**src/verilog/hdam_defs.vh**
```
`ifndef HDAM_DEFS_VH
`define HDAM_DEFS_VH
// custom shape point count and quarter index
`define HDAM_POINTS 16
`define HDAM_QUARTER_LAST 3'd4
// coefficient reset values, 8-bit fraction of full scale
// 37.9 % ~ 97/256, 70.3 % ~ 180/256, 92.2 % ~ 236/256
`define HDAM_COEFF1_RST 8'h61
`define HDAM_COEFF2_RST 8'hB4
`define HDAM_COEFF3_RST 8'hEC
// full scale point 4 as coefficient
`define HDAM_COEFF_FULL 9'h100
// impedance field split: high part times 4 plus low part
`define HDAM_IMP_LOW_BITS 2
// amplitude loop current reduction shift
`define HDAM_AMP_LOOP_SHIFT 2
// event flag positions
`define HDAM_EV_SHORT 0
`define HDAM_EV_DONE 1
`define HDAM_EV_IMP 2
`define HDAM_EV_CNT 3
// mode codes
`define HDAM_MODE_DIRECT 2'h0
`define HDAM_MODE_PWM 2'h1
`define HDAM_MODE_RTMEM 2'h2
`define HDAM_MODE_ETMEM 2'h3
`endif

```
**src/verilog/hdam_fifo.v**
```verilog
`timescale 1ns/100ps
module hdam_fifo #(
  parameter WIDTH = 24,
  parameter DEPTH = 16,
  parameter AW = 4
) (
  // clock and reset
  input wire MCLK,
  input wire ARST_N,
  // fill side
  input wire IN_VALID,
  output wire IN_READY,
  input wire [WIDTH-1:0] IN_DATA,
  // drain side
  output wire OUT_VALID,
  input wire OUT_READY,
  output reg [WIDTH-1:0] OUT_DATA,
  // level
  output wire FULL,
  output wire EMPTY
);
  localparam [AW:0] DEPTH_N = DEPTH;
  reg [WIDTH-1:0] mem [0:DEPTH-1];
  reg [AW-1:0] wr_ptr;
  reg [AW-1:0] rd_ptr;
  reg [AW:0] count;
  reg out_full;
  wire push;
  wire pop;
  wire load;
  assign FULL = (count == DEPTH_N);
  assign EMPTY = (count == {(AW+1){1'b0}});
  assign IN_READY = !FULL;
  assign push = IN_VALID && !FULL;
  assign OUT_VALID = out_full;
  assign load = !EMPTY && (!out_full || OUT_READY);
  assign pop = load;
  always @(posedge MCLK) begin
    if (push) begin
      mem[wr_ptr] <= IN_DATA;
    end
  end
  always @(posedge MCLK or negedge ARST_N) begin
    if (!ARST_N) begin
      wr_ptr <= {AW{1'b0}};
      rd_ptr <= {AW{1'b0}};
      count <= {(AW+1){1'b0}};
      out_full <= 1'b0;
      OUT_DATA <= {WIDTH{1'b0}};
    end else begin
      if (push) begin
        wr_ptr <= wr_ptr + 1'b1;
      end
      if (pop) begin
        rd_ptr <= rd_ptr + 1'b1;
        OUT_DATA <= mem[rd_ptr];
      end
      if (push && !pop) begin
        count <= count + 1'b1;
      end else if (pop && !push) begin
        count <= count - 1'b1;
      end
      if (load) begin
        out_full <= 1'b1;
      end else if (OUT_READY) begin
        out_full <= 1'b0;
      end
    end
  end
endmodule // hdam_fifo

```
**src/verilog/hdam_core.v**
```verilog
`timescale 1ns/100ps
`include "hdam_defs.vh"
module hdam_core #(
  parameter PW = 16,
  parameter AMPW = 8,
  parameter DEPTH = 16
) (
  // clock and reset
  input wire MCLK,
  input wire ARST_N,
  // configuration
  input wire [1:0] INPUT_MODE,
  input wire SHAPE_GENERATOR_SELECT,
  input wire VI_FACTOR_HOLD,
  input wire RESISTANCE_CAL_DISABLE,
  input wire AMPLITUDE_LOOP_ENABLE,
  input wire EMBEDDED_MODE,
  input wire [PW-1:0] DRIVE_PERIOD_SETTING,
  input wire [AMPW-1:0] FULL_SCALE_CURRENT,
  input wire [AMPW-1:0] VOLT_TO_CURRENT_FACTOR_INIT,
  // coefficient writes
  input wire COEFF_WR,
  input wire [1:0] COEFF_SEL,
  input wire [7:0] COEFF_DATA,
  // playback
  input wire PLAY_REQ,
  input wire PLAY_STOP,
  // stream input: amplitude, period, frame period present
  input wire STREAM_VALID,
  output wire STREAM_READY,
  input wire [AMPW-1:0] STREAM_AMPLITUDE,
  input wire [PW-1:0] STREAM_PERIOD,
  input wire STREAM_HAS_PERIOD,
  // analog sense inputs from pins
  input wire SHORT_DETECT,
  input wire BEMF_HIGH,
  input wire [7:0] SENSE_IMPEDANCE,
  // events
  input wire [`HDAM_EV_CNT-1:0] EVENT_CLEAR,
  input wire [`HDAM_EV_CNT-1:0] EVENT_MASK_FIRST,
  input wire [`HDAM_EV_CNT-1:0] EVENT_MASK_SECOND,
  output reg [`HDAM_EV_CNT-1:0] EVENT_FLAGS,
  output wire EVENT_IRQ,
  // status
  output reg [5:0] IMPEDANCE_HIGH,
  output reg [1:0] IMPEDANCE_LOW,
  output reg [AMPW-1:0] VOLT_TO_CURRENT_FACTOR,
  output reg HALF_PERIOD_FLAG,
  output reg DRIVING,
  // drive output
  output reg [AMPW-1:0] DRIVE_LEVEL,
  output reg DRIVE_POLARITY,
  output reg LOOP_ENABLE
);
  localparam ST_IDLE = 3'b001;
  localparam ST_DRIVE = 3'b010;
  localparam ST_INACT = 3'b100;
  reg [2:0] state;
  reg [2:0] sh_s1, sh_s2;
  reg [7:0] imp_s1, imp_s2;
  reg [7:0] coeff1, coeff2, coeff3;
  reg [PW-1:0] period_cur;
  reg [PW-1:0] period_cnt;
  reg [3:0] point;
  reg [AMPW-1:0] amplitude;
  reg first_half;
  reg measured;
  reg hp_raw;
  reg hp_s1;
  wire short_s, bemf_s, play_s;
  wire [PW-1:0] period_sub;
  wire sub_tick;
  wire half_start;
  wire [`HDAM_EV_CNT-1:0] ev_set;
  wire fifo_valid;
  wire [AMPW+PW:0] fifo_data;
  wire skip_cal;
  wire [AMPW-1:0] level_raw;
  assign {short_s, bemf_s, play_s} = sh_s2;
  assign period_sub = period_cur >> 3;
  assign sub_tick = (period_cnt == {PW{1'b0}});
  assign half_start = sub_tick && (point[2:0] == 3'd7);
  assign skip_cal = VI_FACTOR_HOLD && RESISTANCE_CAL_DISABLE;
  // mirror point index into 0..4 within a quarter
  function [2:0] quarter_idx;
    input [3:0] p;
    begin
      if (p[2:0] <= `HDAM_QUARTER_LAST)
        quarter_idx = p[2:0];
      else
        quarter_idx = 3'd0 - p[2:0];
    end
  endfunction
  // scale amplitude by shape coefficient of a point
  function [AMPW-1:0] shape_scale;
    input [2:0] q;
    input [AMPW-1:0] a;
    input [7:0] c1, c2, c3;
    reg [8:0] c;
    reg [AMPW+8:0] prod;
    begin
      c = 9'h000;
      prod = {(AMPW+9){1'b0}};
      case (q)
        3'd1: c = {1'b0, c1};
        3'd2: c = {1'b0, c2};
        3'd3: c = {1'b0, c3};
        3'd4: c = `HDAM_COEFF_FULL;
        default: c = 9'h000;
      endcase
      prod = a * c;
      shape_scale = prod[AMPW+7:8];
    end
  endfunction
  //////////////////////////////////////////////////////////////////////////
  // input synchronisers
  always @(posedge MCLK or negedge ARST_N) begin
    if (!ARST_N) begin
      sh_s1 <= 3'b000;
      sh_s2 <= 3'b000;
      imp_s1 <= 8'h00;
      imp_s2 <= 8'h00;
    end else begin
      sh_s1 <= {SHORT_DETECT, BEMF_HIGH, PLAY_REQ};
      sh_s2 <= sh_s1;
      imp_s1 <= SENSE_IMPEDANCE;
      imp_s2 <= imp_s1;
    end
  end
  //////////////////////////////////////////////////////////////////////////
  // stream buffer
  hdam_fifo #(
    .WIDTH(AMPW + PW + 1),
    .DEPTH(DEPTH),
    .AW(4)
  ) u_fifo (
    .MCLK(MCLK),
    .ARST_N(ARST_N),
    .IN_VALID(STREAM_VALID),
    .IN_READY(STREAM_READY),
    .IN_DATA({STREAM_HAS_PERIOD, STREAM_PERIOD, STREAM_AMPLITUDE}),
    .OUT_VALID(fifo_valid),
    .OUT_READY(half_start),
    .OUT_DATA(fifo_data),
    .FULL(),
    .EMPTY()
  );
  //////////////////////////////////////////////////////////////////////////
  // coefficients
  always @(posedge MCLK or negedge ARST_N) begin
    if (!ARST_N) begin
      coeff1 <= `HDAM_COEFF1_RST;
      coeff2 <= `HDAM_COEFF2_RST;
      coeff3 <= `HDAM_COEFF3_RST;
    end else if (COEFF_WR) begin
      if (COEFF_SEL == 2'd1)
        coeff1 <= COEFF_DATA;
      else if (COEFF_SEL == 2'd2)
        coeff2 <= COEFF_DATA;
      else if (COEFF_SEL == 2'd3)
        coeff3 <= COEFF_DATA;
    end
  end
  //////////////////////////////////////////////////////////////////////////
  // playback state machine and point sequencer
  always @(posedge MCLK or negedge ARST_N) begin
    if (!ARST_N) begin
      state <= ST_IDLE;
      period_cur <= {PW{1'b0}};
      period_cnt <= {PW{1'b0}};
      point <= 4'h0;
      amplitude <= {AMPW{1'b0}};
      first_half <= 1'b0;
      measured <= 1'b0;
      hp_raw <= 1'b0;
      DRIVING <= 1'b0;
      LOOP_ENABLE <= 1'b0;
      DRIVE_POLARITY <= 1'b0;
      IMPEDANCE_HIGH <= 6'h00;
      IMPEDANCE_LOW <= 2'h0;
      VOLT_TO_CURRENT_FACTOR <= {AMPW{1'b0}};
    end else begin
      case (state)
        ST_IDLE: begin
          if (VOLT_TO_CURRENT_FACTOR == {AMPW{1'b0}})
            VOLT_TO_CURRENT_FACTOR <= VOLT_TO_CURRENT_FACTOR_INIT;
          if (play_s && !short_s) begin
            state <= ST_DRIVE;
            period_cur <= DRIVE_PERIOD_SETTING;
            period_cnt <= DRIVE_PERIOD_SETTING >> 3;
            point <= 4'h0;
            first_half <= 1'b1;
            measured <= skip_cal;
            hp_raw <= ~hp_raw;
            DRIVING <= 1'b1;
            LOOP_ENABLE <= 1'b1;
            DRIVE_POLARITY <= 1'b0;
          end
        end
        ST_DRIVE: begin
          if (short_s) begin
            DRIVING <= 1'b0;
            LOOP_ENABLE <= 1'b0;
            state <= ST_INACT;
          end else if (PLAY_STOP) begin
            DRIVING <= 1'b0;
            LOOP_ENABLE <= 1'b0;
            state <= ST_INACT;
          end else begin
            // one-shot impedance sample in first half-period
            if (first_half && !measured && point[2:0] == 3'd4) begin
              IMPEDANCE_HIGH <= imp_s2[7:2];
              IMPEDANCE_LOW <= imp_s2[1:0];
              VOLT_TO_CURRENT_FACTOR <= imp_s2;
              measured <= 1'b1;
            end
            if (sub_tick) begin
              period_cnt <= period_sub;
              point <= point + 4'h1;
              if (half_start) begin
                first_half <= 1'b0;
                DRIVE_POLARITY <= ~DRIVE_POLARITY;
                hp_raw <= ~hp_raw;
                if (fifo_valid) begin
                  amplitude <= fifo_data[AMPW-1:0];
                  if (INPUT_MODE == `HDAM_MODE_DIRECT ||
                      INPUT_MODE == `HDAM_MODE_PWM ||
                      fifo_data[AMPW+PW])
                    period_cur <= fifo_data[AMPW+PW-1:AMPW];
                  else
                    period_cur <= DRIVE_PERIOD_SETTING;
                end else begin
                  period_cur <= DRIVE_PERIOD_SETTING;
                end
              end
            end else begin
              period_cnt <= period_cnt - 1'b1;
            end
          end
        end
        ST_INACT: begin
          if (!play_s)
            state <= ST_IDLE;
        end
        default: state <= ST_IDLE;
      endcase
    end
  end
  //////////////////////////////////////////////////////////////////////////
  // output level
  assign level_raw = SHAPE_GENERATOR_SELECT ?
    shape_scale(quarter_idx(point), FULL_SCALE_CURRENT,
                coeff1, coeff2, coeff3) :
    FULL_SCALE_CURRENT;
  always @(posedge MCLK or negedge ARST_N) begin
    if (!ARST_N) begin
      DRIVE_LEVEL <= {AMPW{1'b0}};
    end else if (state != ST_DRIVE) begin
      DRIVE_LEVEL <= {AMPW{1'b0}};
    end else if (AMPLITUDE_LOOP_ENABLE && bemf_s) begin
      DRIVE_LEVEL <= level_raw -
        (level_raw >> `HDAM_AMP_LOOP_SHIFT);
    end else begin
      DRIVE_LEVEL <= level_raw;
    end
  end
  //////////////////////////////////////////////////////////////////////////
  // events
  assign ev_set[`HDAM_EV_SHORT] = (state == ST_DRIVE) && short_s;
  assign ev_set[`HDAM_EV_DONE] = (state == ST_DRIVE) && PLAY_STOP;
  assign ev_set[`HDAM_EV_IMP] = (state == ST_DRIVE) && first_half &&
    !measured && (point[2:0] == 3'd4);
  always @(posedge MCLK or negedge ARST_N) begin
    if (!ARST_N) begin
      EVENT_FLAGS <= {`HDAM_EV_CNT{1'b0}};
    end else if (EMBEDDED_MODE && state == ST_INACT) begin
      EVENT_FLAGS <= ev_set;
    end else begin
      EVENT_FLAGS <= (EVENT_FLAGS & ~EVENT_CLEAR) | ev_set;
    end
  end
  assign EVENT_IRQ = |(EVENT_FLAGS & ~EVENT_MASK_FIRST &
    ~EVENT_MASK_SECOND);
  //////////////////////////////////////////////////////////////////////////
  // half-period flag toward the register side
  always @(posedge MCLK or negedge ARST_N) begin
    if (!ARST_N) begin
      hp_s1 <= 1'b0;
      HALF_PERIOD_FLAG <= 1'b0;
    end else begin
      hp_s1 <= hp_raw;
      HALF_PERIOD_FLAG <= hp_s1;
    end
  end
endmodule // hdam_core

```
**config.mk**
```make
export PLATFORM = sky130hd
export DESIGN_NAME = hdam_core
export DESIGN_NICKNAME = d
export VERILOG_FILES = /design/src/verilog/hdam_fifo.v /design/src/verilog/hdam_core.v
export VERILOG_INCLUDE_DIRS = /design/src /design/src/verilog
export SDC_FILE = /design/constraint.sdc
export NUM_CORES = 1
export LEC_CHECK = 0
export ABC_AREA = 1
export BUFFER_PORTS_ARGS = -buffer_cell sky130_fd_sc_hd__buf_2
export CAP_MARGIN = 5
export CORE_MARGIN = 3
export CORE_UTILIZATION = 49
export CTS_BUF_LIST = sky130_fd_sc_hd__clkbuf_16
export CTS_CLUSTER_SIZE = 8
export DETAILED_ROUTE_END_ITERATION = 10
export HOLD_SLACK_MARGIN = 0.03
export PLACE_DENSITY_LB_ADDON = 0.08
export SYNTH_ARGS = -nofsm -noshare
export SYNTH_HDL_FRONTEND = slang
export SYNTH_SLANG_ARGS = --single-unit
```
**constraint.sdc**
```tcl
create_clock -name MCLK -period 9 [get_ports MCLK]
set_input_delay 0.45 -clock MCLK [delete_from_list [all_inputs] [get_ports MCLK]]
set_output_delay 0.45 -clock MCLK [all_outputs]
set_load 0.03 [all_outputs]
```
==> results of run 1 <==
==> metal layers <==
| layer | wire [um] | vias to the layer above | global-route usage [%] |
|---|---|---|---|
| li1 | - | 6245 | - |
| met1 | 19500 | 6272 | 30.9 |
| met2 | 21800 | 280 | 39.1 |
| met3 | 1940 | 52 | 2.93 |
| met4 | 685 | 0 | 5.74 |
| met5 | 0 | - | 0 |
==> per-stage QoR <==
step	instance area, um^2	power (W)
2_1_floorplan	18000	0.00304
3_3_place_gp	19000	0.00335
3_5_place_dp	19000	0.00338
4_1_cts	20600	0.00514
5_1_grt	20600	0.00541
6_report	20600	0.00509
==> state kept, by name, summed over array words and instances, names as in the netlist, 4 cells and up <==
register,flops
u_fifo.mem,224
u_fifo.count,5
IMPEDANCE_HIGH,6
period_cur,13
DRIVE_LEVEL,8
coeff2,8
u_fifo.OUT_DATA,14
VOLT_TO_CURRENT_FACTOR,8
u_fifo.wr_ptr,4
period_cnt,16
imp_s1,8
coeff1,8
imp_s2,8
coeff3,8
u_fifo.rd_ptr,4
==> power by group <==
part / switching (W) / leakage, nW / internal [W]
registers: 0.000123 / 3.75 / 0.00207
clock network: 0.000702 / 0.883 / 0.00103
logic: 0.000792 / 4.55 / 0.000370
==> kinds of logic after synthesis <==
kind of cell | share of synthesized area [%]
XOR/XNOR | 1.17
adder cells (fa/ha/maj) | 8.56
buffers and inverters | 7.08
AO/OA/AOI/OAI | 11.6
flip-flops | 57.3
AND/OR/NAND/NOR | 14.3
==> how the worst min path moves through the flow <==
stage / from / end / slack, ns
floorplan: ARST_N / DRIVE_LEVEL[0] / 0.15
global placement: imp_s1[4] / imp_s2[4] / 0.33
detailed placement: imp_s1[1] / imp_s2[1] / 0.33
CTS: EVENT_CLEAR[2] / EVENT_FLAGS[2] / 0.03
global route: EVENT_CLEAR[2] / EVENT_FLAGS[2] / 0.06
finish: EVENT_CLEAR[2] / EVENT_FLAGS[2] / 0.06
==> synth_stat cells, types with 2 or more instances <==
| master | count | area share, % |
|---|---|---|
| edfxtp_1 | 224 | 37 |
| a22oi_1 | 8 | 0.33 |
| clkbuf_8 | 2 | 0.15 |
| nand4_1 | 17 | 0.59 |
| buf_4 | 3 | 0.13 |
| nand2_1 | 342 | 7.1 |
| inv_1 | 239 | 5.0 |
| nor2_1 | 124 | 2.6 |
| buf_1 | 3 | 0.063 |
| clkbuf_1 | 62 | 1.3 |
| dfstp_2 | 13 | 1.9 |
| xor2_1 | 15 | 0.73 |
| o21ai_1 | 3 | 0.083 |
| o21ai_0 | 178 | 4.9 |
| dfrtp_1 | 130 | 18 |
| nand3_1 | 63 | 1.8 |
| a31oi_1 | 7 | 0.24 |
| clkinv_1 | 2 | 0.042 |
| fa_1 | 42 | 4.7 |
| buf_2 | 5 | 0.14 |
| and2_1 | 3 | 0.10 |
| a21oi_1 | 96 | 2.7 |
| a41oi_1 | 9 | 0.44 |
| nand2_2 | 6 | 0.21 |
| o22ai_1 | 18 | 0.63 |
| nand3_2 | 8 | 0.44 |
| nand3_4 | 2 | 0.19 |
| xnor2_1 | 9 | 0.44 |
| nor4_1 | 8 | 0.28 |
| nand2_4 | 3 | 0.19 |
| or2_2 | 3 | 0.10 |
| o31ai_1 | 2 | 0.083 |
| o221ai_1 | 13 | 0.63 |
| nand3b_1 | 2 | 0.083 |
| a21o_1 | 3 | 0.13 |
| nor3_1 | 14 | 0.39 |
| a221oi_1 | 17 | 0.83 |
| ha_1 | 56 | 3.9 |
| o211ai_1 | 4 | 0.17 |
==> cell type report <==
cell class	instances	area share (%)
sequential	367	50.0
clock buffer	52	6.30
timing repair buffer	156	4.44
clock inverter	44	0.988
inverter	242	4.42
multi-input combinational	1087	31.0
tap	461	2.79
antenna	1	0.0121
==> what timing repair did <==
action / CTS / global route
setup endpoints to repair: 0 / 0
gates resized for setup: 0 / 0
hold buffers: 12 / 0
hold endpoints to repair: 70 / 0
==> flow_summary.json, run 1 <==
{
  "tightest_slew_ns": 1.07,
  "hold_depth": 2,
  "grt_pass1_wl_um": 69500,
  "cts_tree": "done",
  "grt_usage_pct": 22.7,
  "finalCritPeriodShare_pct": 79.5,
  "fin_tns_setup_ns": 0,
  "place_ws_ns": 1.89,
  "drv_slew": 0,
  "fillerInstances": 3108,
  "core_um2": 35900,
  "dieArea_um2": 39100,
  "io_buffers": 116,
  "p_leak_nw": 9.18,
  "final_antenna_net_count": 0,
  "dp_hpwl_um": 27800,
  "drive_gt1_share_pct": 12.4,
  "reg2reg_to": "DRIVE_LEVEL[7]",
  "ff2ff_setup_slack_ns": 1.85,
  "netlist_area_um2": 18000,
  "viasPerCell": 5.33,
  "finClkSkew_ns": 0.0183,
  "clkSinkCount": 367,
  "worst-path-buf-inv": 8,
  "path_delay_family": "adder cells",
  "whs_ns": 0.0635,
  "startpoint": "point[0]",
  "maxCapViolCount": 0,
  "synth_flop_cell": "edfxtp_1",
  "crit_arrival_ns": 7.64,
  "areaGrowthSynthToFinish_pct": 14.7,
  "drt_wl_total_um": 43900,
  "finish.utilization_pct": 57.5,
  "ys_ff_latch": 367,
  "grt-ovfl-total": 0,
  "synth_nets": 1970,
  "endpoint": "DRIVE_LEVEL[7]",
  "dieHeight_um": 198,
  "post-cts-setup-buffers": 0,
  "cp-end-kind": "flip-flop",
  "hold_viol": 0,
  "routabilityCongestion": 0.871,
  "clock_latency_ns": 0.57,
  "first_global_vias": 12632,
  "placed_cells": 2301,
  "grt_setup_unrepaired": "no",
  "fmax_mhz": 140,
  "cpMaxStageDelayCell": "fa_1",
  "avgSynthCellArea_um2": 10.2,
  "cts_buffer_depth": 3,
  "timing.rr.start": "point[0]",
  "multi_input_area_um2": 6410,
  "drt_iter0_markers": 895,
  "synth_warnings": 0,
  "wl_per_cell_um": 18.2,
  "cp-start-kind": "flip-flop",
  "crit_path_frequent_cell": "nand2_1",
  "drc": 0,
  "reg2regPathDepth": 38,
  "clk_pin_slew_ns": 0.05,
  "regArea_um2": 10300,
  "crit_required_ns": 9.48,
  "vdd_ir_drop_max_uv": 164,
  "die_w_um": 198,
  "grt_antenna_before_repair": 1,
  "period_minus_slack_ns": 7.15,
  "final_common_cell": "nand2_1",
  "final_nets": 2102,
  "ios": 132,
  "root_buffer": "clkbuf_16",
  "num_vias": 12849,
  "numCtsBuffers": 51,
  "hold_path_class": "input port to flip-flop",
  "synthDistinctLibCells": 54,
  "ys_seq_area_share_pct": 57.3,
  "htreeDepth": 2,
  "setup_ws_ns": 1.85,
  "status": "completed",
  "critPathMaxStageDelay_ns": 0.54,
  "finalSetupViolations": 0,
  "grt_max_degree": 95,
  "cp.depth": 38,
  "row_count": 69,
  "firstDrtPassIters": 8,
  "stdcell_count": 2410,
  "cp_max_fo": 11,
  "async_reset_ff_share_pct": 39.0,
  "syn_inst": 1773,
  "start_util_pct": 50.1,
  "max_slew_margin_pct": 28.7,
  "powerDensity_nw_per_um2": 246,
  "synth_edf_count": 224,
  "mostFrequentLayoutCells": "342 x nand2_1, 281 x inv_1, 224 x edfxtp_1",
  "critical_path_class": "flip-flop to flip-flop"
}
(Power assumes the default switching activity.)
==> run 2: changes to the inputs <==
ABC_AREA = 0   (was 1)
clock period = 7.45 ns   (was 9 ns; I/O delays follow)
==> run 2 against run 1 <==
  * Clock skew up 0.013 ns
  * Clock power up 25%
  * Hold slack about the same
  * Register-to-register slack worse by 1.5 ns
  * Final cell count down 19%
  * Final area up 0.55%
  * Via count down 17%
  * Global-route usage down 2.9 points
  * First-iteration DRC count down 38%
  * Critical path depth down 7
  * Largest cell class unchanged
==> flow_summary.json, run 2 <==
{
  "fin_tns_setup_ns": 0,
  "root_buffer": "clkbuf_16",
  "placed_cells": 1821,
  "final_nets": 1641,
  "cts_buffer_depth": 3,
  "fillerInstances": 2767,
  "dp_hpwl_um": 23800,
  "cpMaxStageDelayCell": "fa_1",
  "num_vias": 10612,
  "crit_arrival_ns": 7.60,
  "grt-ovfl-total": 0,
  "grt_usage_pct": 19.8,
  "max_slew_margin_pct": 33.7,
  "largest_reg_flops": 224,
  "async_reset_ff_share_pct": 39.0,
  "synth_flop_cell": "edfxtp_1",
  "syn_inst": 1263,
  "start_util_pct": 50.2,
  "ios": 132,
  "viasPerCell": 5.47,
  "firstDrtPassIters": 5,
  "cp-end-kind": "flip-flop",
  "grt_antenna_before_repair": 0,
  "p_leak_nw": 8.71,
  "synth.area.top_cells": "edfxtp_1 39%, dfrtp_1 19%, mux4_2 5.7%, fa_1 4.8%, ha_1 4.0%",
  "mostFrequentLayoutCells": "224 x edfxtp_1, 128 x dfrtp_1, 119 x inv_1",
  "setup_ws_ns": 0.334,
  "maxCapViolCount": 0,
  "synth_warnings": 0,
  "drt_wl_total_um": 37200,
  "grt_setup_unrepaired": "no",
  "synth_commonest_cells": "224 x edfxtp_1, 130 x dfrtp_1, 86 x nand2_1",
  "antenna_cells": 0,
  "finalSetupViolations": 0,
  "reg_top3": "u_fifo.mem x224, period_cnt x16, u_fifo.OUT_DATA x14",
  "netlist_area_um2": 17500,
  "final_common_cell": "edfxtp_1",
  "finalCritPeriodShare_pct": 95.5,
  "cts_tree": "done",
  "status": "completed",
  "hold_path_class": "input port to flip-flop",
  "stdcell_count": 1941,
  "synth_nets": 1460,
  "drc": 0,
  "die_w_um": 195,
  "regMostFlops": "u_fifo.mem",
  "drive_gt1_share_pct": 26.2,
  "cp_max_fo": 4,
  "clock_latency_ns": 0.59,
  "yosys.area.top_type": "edfxtp_1",
  "clk_pin_slew_ns": 0.05,
  "drv_slew": 0,
  "powerDensity_nw_per_um2": 253,
  "final_antenna_net_count": 0,
  "row_count": 68,
  "core_um2": 34800,
  "critical_path_class": "flip-flop to flip-flop",
  "period_minus_slack_ns": 7.12,
  "numCtsBuffers": 52,
  "vdd_ir_drop_max_uv": 210,
  "synth_edf_count": 224,
  "tightest_slew_ns": 0.993,
  "hold_viol": 0,
  "io_buffers": 116,
  "ys_ff_latch": 367,
  "finClkSkew_ns": 0.0309,
  "grt_max_degree": 88,
  "synth_most_common_cell": "edfxtp_1",
  "fmax_mhz": 141,
  "avgSynthCellArea_um2": 13.8,
  "ys_seq_area_share_pct": 59.1,
  "crit_required_ns": 7.94,
  "dieArea_um2": 37900,
  "yosys.area.top_type_share_pct": 38.5,
  "drt_iter0_markers": 555,
  "wl_per_cell_um": 19.2,
  "routabilityCongestion": 0.801,
  "htreeDepth": 2,
  "dieHeight_um": 195,
  "place_ws_ns": -0.0419,
  "clkSinkCount": 367,
  "critPathMaxStageDelay_ns": 0.54,
  "areaGrowthSynthToFinish_pct": 18.9,
  "grt_pass1_wl_um": 59400,
  "first_global_vias": 10810,
  "cp-start-kind": "flip-flop",
  "synthDistinctLibCells": 60
}
==> run 2: cell count changes in the layout (fill, tap and decap cells not counted), sizes merged, moves of 17 or more <==
cell,before,now
mux2i,0,55
mux4,0,44
o22ai,18,1
inv,282,123
nand3,73,11
nand2,351,86
o211ai,4,26
nor2,125,76
a21oi,96,52
o21ai,183,28
mux2,0,40
and2,3,43
buf,144,167
==> run 2: stage by stage <==
stage	area [um^2]	total power [W]	hold WS, ns	utilization (%)
floorplan	17500	0.00289	0.0769	-
global placement	18800	0.00309	0.333	54.0
detailed placement	18800	0.00311	0.335	54.0
CTS	20500	0.00531	0.0306	58.9
global route	20800	0.00549	0.0413	59.7
finish	20800	0.00525	0.0639	59.7
==> run 2: path summary, 6_finish.rpt <==
path,start,endpoint,slack [ns],depth (start not counted)
hold / removal,COEFF_DATA[7],coeff2[7],0.06,2
max in group asynchronous,ARST_N,period_cnt[2],5.75,3
setup / recovery,point[0],DRIVE_LEVEL[7],0.33,31
hold reg to reg,imp_s1[7],imp_s2[7],0.34,0
min in group asynchronous,ARST_N,coeff1[2],0.42,2
setup reg to reg,point[0],DRIVE_LEVEL[7],0.33,31
==> run 2: layout make-up <==
type / count / area [um^2] / share of cell area (%)
inverter: 84 / 315 / 1.52
sequential: 367 / 10300 / 49.7
tap: 455 / 569 / 2.74
clock buffer: 53 / 1330 / 6.39
clock inverter: 43 / 241 / 1.16
multi-input combinational: 758 / 6870 / 33.1
timing repair buffer: 181 / 1110 / 5.36
==> run 2: report_power, final <==
group,leakage [nW],switching (W),internal (W),total (W)
Clock,0.902,0.000862,0.00131,0.00217
Combinational,4.09,0.000327,0.000217,0.000544
Sequential,3.72,0.000116,0.00242,0.00253
==> run 2: per-layer routing <==
metal	global-route usage, %	vias up	part of all wire, %
li1	-	5004	-
met1	26.9	5315	44
met2	33.4	242	49
met3	3.87	51	5.1
met4	4.46	0	1.7
met5	0	-	0
==> run 2: cell families after synthesis <==
logic type | after synthesis | synth area share (%)
adder cells (fa/ha/maj) | 98 | 8.83
multiplexers | 139 | 11.4
XOR/XNOR | 33 | 1.65
AND/OR/NAND/NOR | 285 | 7.94
AO/OA/AOI/OAI | 203 | 8.04
flip-flops | 367 | 59.1
buffers and inverters | 138 | 3.04
==> run 2: timing repair <==
item / in CTS / in global routing
hold endpoints to repair: 87 / 0
gates resized for setup: 1 / 44
setup endpoints to repair: 1 / 3
pin swaps: 0 / 29
buffers inserted: 0 / 10
hold buffers: 14 / 0
==> run 2: worst max-delay path: cells and delay by family (launching register included) <==
family          cells  cell delay, ns
simple gates       10            1.37
fa+ha+maj           7            2.71
compound gates      6            1.68
flops               1            0.35
buf+inv             8            0.94
